--- config.mk ---
export PLATFORM = sky130hd
export DESIGN_NAME = xfer_unit_irq_status_clear
export DESIGN_NICKNAME = d
export VERILOG_FILES = /design/src/hw/xfer_irq_pkg.sv /design/src/hw/xfer_unit_irq_status_clear.sv
export VERILOG_INCLUDE_DIRS = /design/src /design/src/hw
export SDC_FILE = /design/constraint.sdc
export NUM_CORES = 1
export LEC_CHECK = 0
export ABC_CLOCK_PERIOD_IN_PS = 8300
export BUFFER_PORTS_ARGS = -buffer_cell sky130_fd_sc_hd__buf_2
export CAP_MARGIN = 40
export CORE_UTILIZATION = 53
export CTS_BUF_LIST = sky130_fd_sc_hd__clkbuf_4 sky130_fd_sc_hd__clkbuf_8 sky130_fd_sc_hd__clkbuf_16
export CTS_CLUSTER_DIAMETER = 30
export DETAILED_ROUTE_END_ITERATION = 12
export PLACE_DENSITY = 0.85
export SYNTH_ARGS = -nofsm -noshare
export SYNTH_HDL_FRONTEND = slang
export SYNTH_SLANG_ARGS = --single-unit
--- constraint.sdc ---
create_clock -name mclk -period 8.3 [get_ports mclk]
set_clock_uncertainty 0.15 [all_clocks]
set_input_delay 0 -clock mclk [delete_from_list [all_inputs] [get_ports mclk]]
set_output_delay 0 -clock mclk [all_outputs]
set_load 0.1 [all_outputs]
--- src/hw/xfer_irq_cfg.svh ---
`ifndef XFER_IRQ_CFG_SVH
`define XFER_IRQ_CFG_SVH

// Register byte addresses
`define STATUS_OFS 12'h260
`define CLEAR_OFS 12'h268
`define STATUS_RST 32'h0000_0000

// Condition positions within a unit's byte
`define POS_CREDIT 7
`define POS_RETRY 6
`define POS_FETCH 5
`define POS_TIMEOUT 4
`define POS_BADENC 3
`define POS_XOFF 2
`define POS_ERRRESP 1
`define POS_DONE 0
`define UNIT_BITS 8
`define NUM_UNITS 4

// Bus response codes
`define RESP_OKAY 2'h0
`define RESP_SLVERR 2'h2

`endif

--- src/hw/xfer_irq_pkg.sv ---
package xfer_irq_pkg;

  // Per-unit event pulses from the transfer unit datapath
  typedef struct packed {
    logic credit_drop;
    logic doorbell_retry;
    logic swap_refused;
    logic fetch_err;
    logic timeout;
    logic err_resp;
    logic payload_err;
    logic done;
  } unit_evt_t;

  // Per-unit send request with encoding check and interrupt enable
  typedef struct packed {
    logic send;
    logic bad_encoding;
    logic irq_req;
  } unit_req_t;

endpackage : xfer_irq_pkg

--- src/hw/xfer_unit_irq_status_clear.sv ---
// Register access over AXI4-Lite was chosen for this implementation.
`timescale 1ns/10ps
`include "xfer_irq_cfg.svh"

module xfer_unit_irq_status_clear (
  // Clock and reset
  input wire logic mclk,
  input wire logic rst,
  // Transfer unit events
  input xfer_irq_pkg::unit_evt_t [3:0] unit_evt,
  input xfer_irq_pkg::unit_req_t [3:0] unit_req,
  input wire logic flow_off,
  output logic [3:0] tx_go,
  output logic [31:0] status_out,
  // AXI4-Lite write
  input wire logic [11:0] s_awaddr,
  input wire logic s_awvalid,
  output logic s_awready,
  input wire logic [31:0] s_wdata,
  input wire logic [3:0] s_wstrb,
  input wire logic s_wvalid,
  output logic s_wready,
  output logic [1:0] s_bresp,
  output logic s_bvalid,
  input wire logic s_bready,
  // AXI4-Lite read
  input wire logic [11:0] s_araddr,
  input wire logic s_arvalid,
  output logic s_arready,
  output logic [31:0] s_rdata,
  output logic [1:0] s_rresp,
  output logic s_rvalid,
  input wire logic s_rready
);

  // Status word, its next value and the set and clear masks
  logic [31:0] status_ff;
  logic [31:0] nxt_status;
  logic [31:0] set_vec;
  logic [31:0] clr_vec;

  // Send path flops
  logic [3:0] tx_go_ff;
  logic [3:0] ireq_ff;

  // Bus channel state
  logic aw_got_ff;
  logic w_got_ff;
  logic [11:0] awaddr_ff;
  logic [31:0] wdata_ff;
  logic [3:0] wstrb_ff;
  logic awready_ff;
  logic wready_ff;
  logic bvalid_ff;
  logic [1:0] bresp_ff;
  logic arready_ff;
  logic rvalid_ff;
  logic [31:0] rdata_ff;
  logic [1:0] rresp_ff;
  logic wr_fire;
  logic [31:0] strb_mask;

  // Per-unit condition detection, same bit order in every byte
  genvar u;
  generate
    for (u = 0; u < `NUM_UNITS; u++) begin : g_unit
      // Refused and held sends of this unit
      logic bad;
      logic held;
      assign bad = unit_req[u].send & unit_req[u].bad_encoding;
      assign held = unit_req[u].send & ~unit_req[u].bad_encoding & flow_off;
      assign set_vec[u*`UNIT_BITS+`POS_CREDIT] = unit_evt[u].credit_drop;
      assign set_vec[u*`UNIT_BITS+`POS_RETRY] =
          unit_evt[u].doorbell_retry | unit_evt[u].swap_refused;
      assign set_vec[u*`UNIT_BITS+`POS_FETCH] = unit_evt[u].fetch_err;
      assign set_vec[u*`UNIT_BITS+`POS_TIMEOUT] = unit_evt[u].timeout;
      assign set_vec[u*`UNIT_BITS+`POS_BADENC] = bad;
      assign set_vec[u*`UNIT_BITS+`POS_XOFF] = held;
      assign set_vec[u*`UNIT_BITS+`POS_ERRRESP] =
          unit_evt[u].err_resp | unit_evt[u].payload_err;
      assign set_vec[u*`UNIT_BITS+`POS_DONE] = unit_evt[u].done & ireq_ff[u];

      // Send goes out only when encoding is good and link is not off
      always_ff @(posedge mclk or posedge rst) begin
        if (rst) begin
          tx_go_ff[u] <= 1'b0;
        end else begin
          tx_go_ff[u] <= unit_req[u].send & ~bad & ~held;
        end
      end

      // Interrupt enable captured with each accepted request
      always_ff @(posedge mclk or posedge rst) begin
        if (rst) begin
          ireq_ff[u] <= 1'b0;
        end else if (unit_req[u].send & ~bad & ~held) begin
          ireq_ff[u] <= unit_req[u].irq_req;
        end
      end
    end
  endgenerate

  // Byte lanes of the write data that software really drove
  assign strb_mask = {{8{wstrb_ff[3]}}, {8{wstrb_ff[2]}}, {8{wstrb_ff[1]}}, {8{wstrb_ff[0]}}};
  assign wr_fire = aw_got_ff & w_got_ff & ~bvalid_ff;
  assign clr_vec = (wr_fire && awaddr_ff == `CLEAR_OFS) ? (wdata_ff & strb_mask) : 32'h0;

  // Sticky status, detection wins over clear
  always_comb begin
    nxt_status = (status_ff & ~clr_vec) | set_vec;
  end

  always_ff @(posedge mclk or posedge rst) begin
    if (rst) begin
      status_ff <= `STATUS_RST;
    end else begin
      status_ff <= nxt_status;
    end
  end

  // Write address and data taken independently
  always_ff @(posedge mclk or posedge rst) begin
    if (rst) begin
      aw_got_ff <= 1'b0;
      w_got_ff <= 1'b0;
      awaddr_ff <= 12'h000;
      wdata_ff <= 32'h0000_0000;
      wstrb_ff <= 4'h0;
      awready_ff <= 1'b0;
      wready_ff <= 1'b0;
    end else begin
      if (s_awvalid && awready_ff) begin
        aw_got_ff <= 1'b1;
        awaddr_ff <= s_awaddr;
      end else if (s_bvalid && s_bready) begin
        aw_got_ff <= 1'b0;
      end
      if (s_wvalid && wready_ff) begin
        w_got_ff <= 1'b1;
        wdata_ff <= s_wdata;
        wstrb_ff <= s_wstrb;
      end else if (s_bvalid && s_bready) begin
        w_got_ff <= 1'b0;
      end
      awready_ff <= ~aw_got_ff & ~(s_awvalid & awready_ff) & ~bvalid_ff;
      wready_ff <= ~w_got_ff & ~(s_wvalid & wready_ff) & ~bvalid_ff;
    end
  end

  // Write response after both halves arrive
  always_ff @(posedge mclk or posedge rst) begin
    if (rst) begin
      bvalid_ff <= 1'b0;
      bresp_ff <= `RESP_OKAY;
    end else if (wr_fire) begin
      bvalid_ff <= 1'b1;
      bresp_ff <= (awaddr_ff == `CLEAR_OFS) ? `RESP_OKAY : `RESP_SLVERR;
    end else if (bvalid_ff && s_bready) begin
      bvalid_ff <= 1'b0;
    end
  end

  // Read channel, clear register reads as zero
  always_ff @(posedge mclk or posedge rst) begin
    if (rst) begin
      arready_ff <= 1'b0;
      rvalid_ff <= 1'b0;
      rdata_ff <= 32'h0000_0000;
      rresp_ff <= `RESP_OKAY;
    end else if (s_arvalid && arready_ff) begin
      arready_ff <= 1'b0;
      rvalid_ff <= 1'b1;
      if (s_araddr == `STATUS_OFS) begin
        rdata_ff <= status_ff;
        rresp_ff <= `RESP_OKAY;
      end else if (s_araddr == `CLEAR_OFS) begin
        rdata_ff <= 32'h0000_0000;
        rresp_ff <= `RESP_OKAY;
      end else begin
        rdata_ff <= 32'h0000_0000;
        rresp_ff <= `RESP_SLVERR;
      end
    end else if (rvalid_ff && s_rready) begin
      rvalid_ff <= 1'b0;
    end else if (!rvalid_ff) begin
      arready_ff <= 1'b1;
    end
  end

  // Outputs straight from flops
  assign tx_go = tx_go_ff;
  assign status_out = status_ff;
  assign s_awready = awready_ff;
  assign s_wready = wready_ff;
  assign s_bvalid = bvalid_ff;
  assign s_bresp = bresp_ff;
  assign s_arready = arready_ff;
  assign s_rvalid = rvalid_ff;
  assign s_rdata = rdata_ff;
  assign s_rresp = rresp_ff;
endmodule : xfer_unit_irq_status_clear

==> qor.yml, run 1 <==
global_route:
  overflow: 0
  grt_max_degree: 62
  grt_pass1_vias: 4897
  antenna_found_initial: 1
  grt_pass1_wl_mm: 23.9
  grt_util_all_layers_pct: 32.0
timing:
  max_freq_mhz: 378
  period_share_pct: 31.8
  finalHoldViolCount: 0
  rsz0062_at_grt: "false"
  slew_headroom_pct: 60.5
  worst_slew_pin_slew_ps: 589
  layout_setup_ws_ps: 5660
  setup_viol: 0
  fin_tns_setup_ps: 0
  post-route-min-period_ps: 2640
  maxSlewViolCount: 0
run_status:
  outcome: "finished, final reports clean"
drt:
  routed_wl_mm: 15.2
  dr.pass1.iters: 4
  top_layer: "met4"
  wl_met1_mm: 5.63
  postRouteAntennaNets: 0
  first_iter_violations: 191
  wl_per_cell_microns: 18.4
  drc: 0
  via_per_inst: 5.32
  met3_length_microns: 818
  num_vias: 4394
  met2_length_mm: 8.11
yosys:
  yosysWarnings: 0
  synth_edf_count: 0
  ys.flop_type: "dfrtp_1"
  netlist_instances: 370
  ys_seq_area_share_pct: 63.4
  synth-seq-cells: 129
  syn_avg_cell_area_sq_um: 13.8
  synth_cell_type_count: 30
  netlist_area_sq_um: 5090
  async_flop_share_pct: 100
critical_path:
  worstSetupPathType: "reg -> reg"
  path_cells: "or4b_4, nor4_4, a31oi_1, dlygate4sd3_1"
  cp-start-kind: "flop"
  critPathCaptureType: "flop"
  path_delay_family: "simple AND/OR/NAND/NOR gates"
  crit_slowest_cell: "or4b_4"
  critical_path.max_stage_delay_ps: 630
  crit_arrival_ps: 2870
  cp_max_fo: 8
  crit_buf_inv: 1
  critPathRequiredTime_ps: 8520
placed_design:
  io_buffers: 186
  hpwl_mm: 8.15
  globalplace.congestion: 0.787
  place_area_sq_um: 6190
  place_ws_ps: 6210
final_layout:
  fillers: 463
  drive_gt1_share_pct: 45.1
  final_area_sq_um: 7940
  nNetsFinal: 794
  area_delta_synth_final_pct: 55.9
clock_network:
  cts_tree: "built"
  path_clk_slew_ps: 60
  post_cts.repair.setup_buffers: 0
  cts_root_buf: "clkbuf_8"
  cts.sinks: 129
  cts-htree-levels: 4
  clk-insertion-delay-late_ps: 500
  clk_path_buf_depth: 2
  cts_buffers: 17
floorplan:
  num_rows: 35
  die_h_microns: 100
  coreArea_sq_um: 9280
  ios: 189
  die_w_microns: 100
  die_area_sq_um: 10000
  start_util_pct: 54.9
flow_run:
  max-cap-violations: 0
power_and_ir_drop:
  leakagePower_nw: 3.85
  power_density_nw_per_um2: 261
  power.total_mw: 2.07
  max-vdd-ir-drop_v: 0.000227
hold_path:
  hp-class: "in -> reg"
cells in the mapped netlist, drive strengths merged (6+ instances only):
| cell type | count | area, sq um |
|---|---|---|
| a31oi | 20 | 125 |
| nor2 | 21 | 78.8 |
| nand2 | 8 | 30.0 |
| inv | 28 | 105 |
| mux2 | 52 | 586 |
| a2bb2oi | 8 | 70.1 |
| nand3b | 6 | 45.0 |
| buf | 6 | 52.5 |
| nor4 | 7 | 119 |
| o21ai | 14 | 70.1 |
| nor3 | 8 | 40.0 |
| clkbuf | 7 | 26.3 |
| a22o | 32 | 315 |
| dfrtp | 129 | 3230 |
metrics by stage:
stage	utilization, %	cells	hold WS (ps)
after floorplan	-	371	-64.5
after global placement	66.1	676	-105
after detailed placement	66.6	678	-88.4
after CTS	85.5	823	74.0
after global routing	85.5	824	95.5
final	85.6	826	95.7
layout make-up:
type	instances	area, sq um	area share (%)
clock inverter	13	186	2.35
antenna	3	7.51	0.0945
tap	129	161	2.03
timing repair buffer	305	2140	27.0
clock buffer	18	422	5.31
multi-input combinational	201	1690	21.3
inverter	28	108	1.35
sequential	129	3230	40.6
tightest hold or removal path: cells and delay by family:
kind	cells	cell delay (ps)
AO/OA/AOI/OAI	2	100
buffers and inverters	2	610
power breakdown:
part	switching (mW)	internal (mW)
clock	0.269	0.491
sequential	0.0931	0.769
combinational	0.233	0.217
total	0.594	1.48
cells in the final DEF (no fill, tap or decap), types with 2 or more instances in the layout:
| cell | netlist | final |
|---|---|---|
| a211oi_1 | 2 | 2 |
| a21oi_1 | 2 | 2 |
| a22o_1 | 4 | 4 |
| a22o_2 | 28 | 28 |
| a2bb2oi_1 | 8 | 8 |
| a31oi_1 | 20 | 20 |
| buf_2 | 0 | 186 |
| buf_4 | 2 | 3 |
| bufinv_16 | 0 | 4 |
| clkbuf_16 | 0 | 16 |
| clkinv_2 | 0 | 3 |
| clkinv_4 | 0 | 3 |
| conb_1 | 1 | 2 |
| dfrtp_1 | 129 | 129 |
| diode_2 | 0 | 3 |
| dlygate4sd3_1 | 0 | 114 |
| inv_1 | 28 | 27 |
| inv_6 | 0 | 2 |
| mux2_2 | 52 | 52 |
| nand2_1 | 8 | 7 |
| nand3b_1 | 6 | 6 |
| nand4b_1 | 4 | 4 |
| nor2_1 | 21 | 21 |
| nor3_1 | 8 | 8 |
| nor3b_1 | 4 | 4 |
| nor4_1 | 2 | 2 |
| nor4_4 | 5 | 5 |
| o21ai_0 | 12 | 12 |
| o21ai_1 | 2 | 2 |
| o21bai_1 | 4 | 4 |
| or4b_4 | 3 | 3 |
worst paths after layout:
path,from,endpoint,slack [ps],cells past startpoint
min in group asynchronous,rst,wdata_ff[6],500,4
max in group asynchronous,rst,tx_go[0],6350,6
max reg2reg,awaddr_ff[11],status_out[22],5660,4
min,unit_evt[8],status_out[8],100,4
max,awaddr_ff[11],status_out[22],5660,4
min reg2reg,wdata_ff[23],status_out[23],290,1
cell families (layout without fill, tap and decap cells):
kind of cell / Yosys count / after routing / synth area share (%)
other: 1 / 5 / 0.0736
AOI/OAI and AO/OA: 83 / 83 / 12.6
buffers and inverters: 41 / 364 / 3.61
and+or+nand+nor: 64 / 64 / 8.82
DFF: 129 / 129 / 63.4
muxes: 52 / 52 / 11.5
layer usage:
| layer | GRT usage (%) | vias up |
|---|---|---|
| met5 | 0 | - |
| li1 | - | 1978 |
| met1 | 34.1 | 2159 |
| met4 | 18.7 | 0 |
| met2 | 57.7 | 202 |
| met3 | 7.94 | 55 |
timing repair:
action | in CTS | in global routing
hold buffers | 114 | 0
hold endpoints to repair | 164 | 0
resized for setup | 0 | 0
state kept, by name (all words and copies together), names as in the netlist:
name,cells
s_rvalid,1
status_out,32
s_bresp,1
s_rresp,1
wstrb_ff,4
s_rdata,32
s_wready,1
s_bvalid,1
awaddr_ff,12
aw_got_ff,1
wdata_ff,32
ireq_ff,4
tx_go,4
s_awready,1
s_arready,1
w_got_ff,1
No activity file was read; power rests on OpenSTA's default activity.
==> inputs of run 2 (changes only) <==
--- a/config.mk
+++ b/config.mk
@@ -6,14 +6,14 @@
 export SDC_FILE = /design/constraint.sdc
 export NUM_CORES = 1
 export LEC_CHECK = 0
-export ABC_CLOCK_PERIOD_IN_PS = 8300
+export ABC_CLOCK_PERIOD_IN_PS = 2300
 export BUFFER_PORTS_ARGS = -buffer_cell sky130_fd_sc_hd__buf_2
 export CAP_MARGIN = 40
-export CORE_UTILIZATION = 53
+export CORE_UTILIZATION = 44
 export CTS_BUF_LIST = sky130_fd_sc_hd__clkbuf_4 sky130_fd_sc_hd__clkbuf_8 sky130_fd_sc_hd__clkbuf_16
 export CTS_CLUSTER_DIAMETER = 30
 export DETAILED_ROUTE_END_ITERATION = 12
-export PLACE_DENSITY = 0.85
+export PLACE_DENSITY = 0.75
 export SYNTH_ARGS = -nofsm -noshare
 export SYNTH_HDL_FRONTEND = slang
 export SYNTH_SLANG_ARGS = --single-unit
==> constraint.sdc (replaced) <==
create_clock -name mclk -period 2.3 [get_ports mclk]
set_clock_uncertainty 0.15 [all_clocks]
set_input_delay 0 -clock mclk [delete_from_list [all_inputs] [get_ports mclk]]
set_output_delay 0 -clock mclk [all_outputs]
set_load 0.1 [all_outputs]
==> run 2 against run 1 <==
Combinational power rose to 3.6 times the previous value; cell count rose by 1.1%; clock power grew to 3.3 times the previous value; non-clock buffer count unchanged; global-route usage decreased by 6.7 points; final area down 0.61%; highest routed layer unchanged.
==> qor.yml, run 2 (synthesis gave the netlist of run 1 again) <==
run_status:
  outcome: "finished, final reports clean"  # unchanged
floorplan:
  die_h_microns: 110  # was 100 microns
  die_w_microns: 110  # was 100 microns
  coreArea_sq_um: 11100  # was 9280 sq um
  num_rows: 38  # was 35
  die_area_sq_um: 12000  # was 10,000 sq um
  ios: 189  # unchanged
  start_util_pct: 46.0  # was 54.9%
critical_path:
  critPathCaptureType: "flop"  # unchanged
  crit_start: "awaddr_ff[11]"  # unchanged
  worstSetupPathType: "reg -> reg"  # unchanged
  crit_arrival_ps: 2190  # was 2870 ps
  cp_max_fo: 8  # unchanged
  r2r_start: "awaddr_ff[11]"  # unchanged
  crit_slowest_cell: "or4b_4"  # unchanged
  rrSetupSlack_ps: 220  # was 5660 ps
  critPathRequiredTime_ps: 2410  # was 8520 ps
  cp-start-kind: "flop"  # unchanged
  path_cells: "or4b_4, nor4_4, o21ai_0"  # was or4b_4, nor4_4, a31oi_1, dlygate4sd3_1
  critical_path.max_stage_delay_ps: 630  # about the same
final_layout:
  nNetsFinal: 794  # unchanged
  area_delta_synth_final_pct: 55.0  # was 55.9%
  drive_gt1_share_pct: 45.5  # was 45.1%
  antenna_cells: 0  # was 3
  final_area_sq_um: 7890  # was 7940 sq um
  final_cell_mix: "buf_2, dfrtp_1, dlygate4sd3_1"  # unchanged
  utilization_pct: 71.3  # was 85.6%
  stdcell_count: 835  # was 826
  layout_commonest_cell: "buf_2"  # unchanged
placed_design:
  dp.cells: 691  # was 678
  io_buffers: 186  # unchanged
  globalplace.congestion: 0.772  # was 0.787
  place_ws_ps: 217  # was 6210 ps
  hpwl_mm: 8.55  # was 8.15 mm
  place_area_sq_um: 6220  # was 6190 sq um
drt:
  drc: 0  # unchanged
  via_per_inst: 5.13  # was 5.32
  postRouteAntennaNets: 0  # unchanged
  dr.pass1.iters: 5  # was 4
  wl_per_cell_microns: 17.1  # was 18.4 microns
  first_iter_violations: 209  # was 191
  num_vias: 4285  # was 4,394
  routed_wl_mm: 14.3  # was 15.2 mm
power_and_ir_drop:
  swShare_pct: 28.5  # was 28.7%
  power.total_mw: 7.21  # was 2.07 mW
  p_switching_mw: 2.05  # was 0.594 mW
  max-vdd-ir-drop_v: 0.000764  # was 0.000227 V
  clkPwrFrac_pct: 34.6  # was 36.6%
  leakagePower_nw: 3.86  # was 3.85 nW
  power_density_nw_per_um2: 913  # was 261 nW/um^2
  seqPwrFrac_pct: 43.0  # was 41.6%
  power_frac_comb_pct: 22.4  # was 21.7%
  power.internal_mw: 5.15  # was 1.48 mW
timing:
  post-route-min-period_ps: 2080  # was 2640 ps
  layout_setup_ws_ps: 218  # was 5660 ps
  period_share_pct: 90.5  # was 31.8%
  finalHoldViolCount: 0  # unchanged
  slew_headroom_pct: 62.2  # was 60.5%
  max_freq_mhz: 480  # was 378 MHz
  fin_tns_setup_ps: 0  # unchanged
  setup_viol: 0  # unchanged
  maxSlewViolCount: 0  # unchanged
  whs_ps: 77.4  # was 95.7 ps
  worst_slew_pin_slew_ps: 563  # was 589 ps
  rsz0062_at_grt: "false"  # unchanged
clock_network:
  cts.sinks: 129  # unchanged
  cts_resized: 0  # unchanged
  cts_tree: "built"  # unchanged
  cts-htree-levels: 4  # unchanged
  clk-insertion-delay-late_ps: 410  # was 500 ps
  cts_root_buf: "clkbuf_16"  # was clkbuf_8
  path_clk_slew_ps: 50  # was 60 ps
  post_cts.repair.setup_buffers: 0  # unchanged
  cts_buffers: 17  # unchanged
  clk_path_buf_depth: 2  # unchanged
global_route:
  grt_max_degree: 80  # was 62
  grt_util_all_layers_pct: 25.3  # was 32.0%
  grt_pass1_wl_mm: 22.4  # was 23.9 mm
  grt_pass1_vias: 4694  # was 4,897
  overflow: 0  # unchanged
  antenna_found_initial: 0  # was 1
flow_run:
  max-cap-violations: 0  # unchanged
hold_path:
  hp-class: "in -> async"  # was in -> reg
## run 2: final timing paths
kind,end,depth (start not counted)
setup / recovery,status_out[11],3
hold / removal,wdata_ff[28],4
setup reg to reg,status_out[11],3
hold reg to reg,status_out[22],1
max in group asynchronous,status_out[17],4
min in group mclk,s_rvalid,3
## run 2: critical path: cells and delay by family, from the launching register on
kind | cells | cell delay (ps)
flops | 1 | 370
simple gates | 2 | 1220
compound gates | 1 | 190
## run 2: metal layers
metal | track usage, % | up-vias | wire length [microns]
met3 | 6.99 | 24 | 750
met1 | 28.3 | 2120 | 5630
met4 | 11.1 | 0 | 279
li1 | - | 1972 | -
met5 | 0 | - | 0
met2 | 45.2 | 169 | 7630
## run 2: area by class of cell
class | count | area (sq um)
Clock inverter | 7 | 60.1
Fill cell | 756 | 3180
Timing Repair Buffer | 305 | 2140
Tap cell | 140 | 175
Multi-Input combinational cell | 201 | 1690
Inverter | 28 | 109
Clock buffer | 25 | 492
Sequential cell | 129 | 3230
## run 2: repair_timing
action,CTS,global route
hold endpoints to repair,224,0
hold buffers,112,0
endpoints found under the setup margin,0,0
## run 2: power groups by stage
stage	combinational [mW]	clock (mW)	sequential [mW]
floorplan	0.876	0	3.29
detailed placement	1.47	0	3.12
global placement	1.42	0	3.08
CTS	1.62	2.54	3.09
finish	1.61	2.49	3.10
global route	1.74	2.64	3.16
==> inputs of run 3 (changes only) <==
--- a/config.mk
+++ b/config.mk
@@ -6,14 +6,14 @@
 export SDC_FILE = /design/constraint.sdc
 export NUM_CORES = 1
 export LEC_CHECK = 0
-export ABC_CLOCK_PERIOD_IN_PS = 2300
+export ABC_CLOCK_PERIOD_IN_PS = 2000
 export BUFFER_PORTS_ARGS = -buffer_cell sky130_fd_sc_hd__buf_2
 export CAP_MARGIN = 40
-export CORE_UTILIZATION = 44
+export CORE_UTILIZATION = 49
 export CTS_BUF_LIST = sky130_fd_sc_hd__clkbuf_4 sky130_fd_sc_hd__clkbuf_8 sky130_fd_sc_hd__clkbuf_16
 export CTS_CLUSTER_DIAMETER = 30
 export DETAILED_ROUTE_END_ITERATION = 12
-export PLACE_DENSITY = 0.75
+export PLACE_DENSITY = 0.79
 export SYNTH_ARGS = -nofsm -noshare
 export SYNTH_HDL_FRONTEND = slang
 export SYNTH_SLANG_ARGS = --single-unit
==> constraint.sdc (replaced) <==
create_clock -name mclk -period 2 [get_ports mclk]
set_clock_uncertainty 0.15 [all_clocks]
set_input_delay 0 -clock mclk [delete_from_list [all_inputs] [get_ports mclk]]
set_output_delay 0 -clock mclk [all_outputs]
set_load 0.1 [all_outputs]
==> run 3 against run 2 <==
Clock power increased by 25%; maximum frequency up 7.5%; routed wire length rose by 8.3%; sequential share of layout area shrank 0.79 points; power is 19% higher; non-clock buffer count rose by 10; utilization is 10 points higher; die area down 10%; global-route usage increased by 4.8 points; cell count is 0.84% higher; critical path depth increased by 1; largest cell class unchanged.
==> qor.yml, run 3 (synthesis gave the netlist of run 1 again) <==
power_and_ir_drop:
  max-vdd-ir-drop_v: 0.000764  # about the same
  power.total_mw: 8.61  # was 7.21 mW
  power_density_nw_per_um2: 1070  # was 913 nW/um^2
  leakagePower_nw: 3.92  # was 3.86 nW
critical_path:
  worstSetupPathType: "reg -> reg"  # unchanged
  rrSetupSlack_ps: 60  # was 220 ps
  crit_arrival_ps: 2150  # was 2190 ps
  path_cells: "or4b_4, nor4_4, buf_4, a31oi_1"  # was or4b_4, nor4_4, o21ai_0
  worstRegToRegCells: 4  # was 3
  cp_max_fo: 8  # unchanged
  critPathRequiredTime_ps: 2210  # was 2410 ps
  crit_slowest_cell: "or4b_4"  # unchanged
  cp-start-kind: "flop"  # unchanged
  critical_path.max_stage_delay_ps: 630  # about the same
  critPathCaptureType: "flop"  # unchanged
floorplan:
  die_w_microns: 104  # was 110 microns
  start_util_pct: 51.4  # was 46.0%
  die_area_sq_um: 10800  # was 12,000 sq um
  coreArea_sq_um: 9910  # was 11,100 sq um
  num_rows: 36  # was 38
  ios: 189  # unchanged
  die_h_microns: 104  # was 110 microns
global_route:
  grt_pass1_wl_mm: 25.0  # was 22.4 mm
  grt_max_degree: 54  # was 80
  grt_pass1_vias: 5052  # was 4,694
  antenna_found_initial: 2  # was 0
  overflow: 0  # unchanged
  grt_util_all_layers_pct: 30.2  # was 25.3%
clock_network:
  cts_buffers: 17  # unchanged
  cts_tree: "built"  # unchanged
  clk-insertion-delay-late_ps: 510  # was 410 ps
  cts-htree-levels: 4  # unchanged
  post_cts.repair.setup_buffers: 0  # unchanged
  cts_resized: 0  # unchanged
  clk_path_buf_depth: 2  # unchanged
  path_clk_slew_ps: 60  # was 50 ps
  cts_root_buf: "clkbuf_8"  # was clkbuf_16
  cts_hold_buf: 118  # was 112
  cts.sinks: 129  # unchanged
final_layout:
  nNetsFinal: 804  # was 794
  area_delta_synth_final_pct: 58.2  # was 55.0%
  layout_commonest_cell: "buf_2"  # unchanged
  drive_gt1_share_pct: 45.8  # was 45.5%
  final_cell_mix: "buf_2, dfrtp_1, dlygate4sd3_1"  # unchanged
placed_design:
  io_buffers: 186  # unchanged
  hpwl_mm: 8.59  # was 8.55 mm
  globalplace.congestion: 0.780  # was 0.772
  place_ws_ps: 111  # was 217 ps
timing:
  max_freq_mhz: 516  # was 480 MHz
  rsz0062_at_grt: "false"  # unchanged
  slew_headroom_pct: 55.1  # was 62.2%
  post-route-min-period_ps: 1940  # was 2080 ps
  maxSlewViolCount: 0  # unchanged
  fin_tns_setup_ps: 0  # unchanged
  setup_viol: 0  # unchanged
  worst_slew_pin_slew_ps: 672  # was 563 ps
  finalHoldViolCount: 0  # unchanged
  period_share_pct: 96.9  # was 90.5%
  layout_setup_ws_ps: 61.9  # was 218 ps
drt:
  drc: 0  # unchanged
  postRouteAntennaNets: 0  # unchanged
  wl_per_cell_microns: 18.4  # was 17.1 microns
  first_iter_violations: 180  # was 209
  routed_wl_mm: 15.5  # was 14.3 mm
  num_vias: 4474  # was 4,285
  via_per_inst: 5.31  # was 5.13
  dr.pass1.iters: 4  # was 5
hold_path:
  worstHoldPathCells: 5
  hp-class: "in -> reg"  # was in -> async
run_status:
  outcome: "finished, final reports clean"  # unchanged
flow_run:
  max-cap-violations: 0  # unchanged
## run 3: cell count changes in the layout (fill, tap and decap cells not counted), sizes merged
| cell | previous run | this run |
|---|---|---|
| dlygate4sd3 | 112 | 118 |
| buf | 193 | 197 |
| diode | 0 | 4 |
| bufinv | 1 | 3 |
| clkbuf | 25 | 23 |
| clkinv | 6 | 5 |
| clkinvlp | 1 | 2 |
## run 3: final timing paths
| path | start | end |
|---|---|---|
| setup / recovery | awaddr_ff[11] | status_out[14] |
| hold reg to reg | wdata_ff[22] | status_out[22] |
| max in group asynchronous | rst | wdata_ff[13] |
| min in group asynchronous | rst | s_awready |
| hold / removal | s_araddr[1] | s_rdata[24] |
| setup reg to reg | awaddr_ff[11] | status_out[14] |
## run 3: area by class of cell
cell class                      instances  area (sq um)
Tap cell                              133           166
Sequential cell                       129          3230
Timing Repair Buffer                  315          2240
Fill cell                             559          1850
Inverter                               28           109
Antenna cell                            4          10.0
Clock buffer                           23           478
Clock inverter                          9           130
Multi-Input combinational cell        201          1690
## run 3: worst max-delay path: cells and delay by family, from the launching register on
family                 cells  cell delay, ps
AO/OA/AOI/OAI              1             140
flip-flops                 1             380
AND/OR/NAND/NOR            2             910
buffers and inverters      1             210
## run 3: where the power goes
group	internal [mW]	switching [mW]
Combinational	0.927	0.967
Clock	2.04	1.09
Sequential	3.20	0.390
Total	6.16	2.44
## run 3: per-layer routing
layer / vias to the layer above / GRT usage [%] / part of all wire, %
met1: 2185 / 32.5 / 37
met5: - / 0 / 0
met3: 66 / 7.33 / 5.6
li1: 1995 / - / -
met2: 228 / 52.6 / 52
met4: 0 / 20.1 / 5.1
## run 3: through the flow
step / utilization (%) / instance area (sq um) / std cells / hold slack, ps
floorplan: - / 5100 / 371 / -64.5
global placement: 63.2 / 6260 / 688 / -21.2
detailed placement: 63.2 / 6260 / 688 / -21.2
CTS: 81.2 / 8050 / 838 / 7.34
global route: 81.3 / 8060 / 842 / 32.4
finish: 81.3 / 8060 / 842 / 27.7
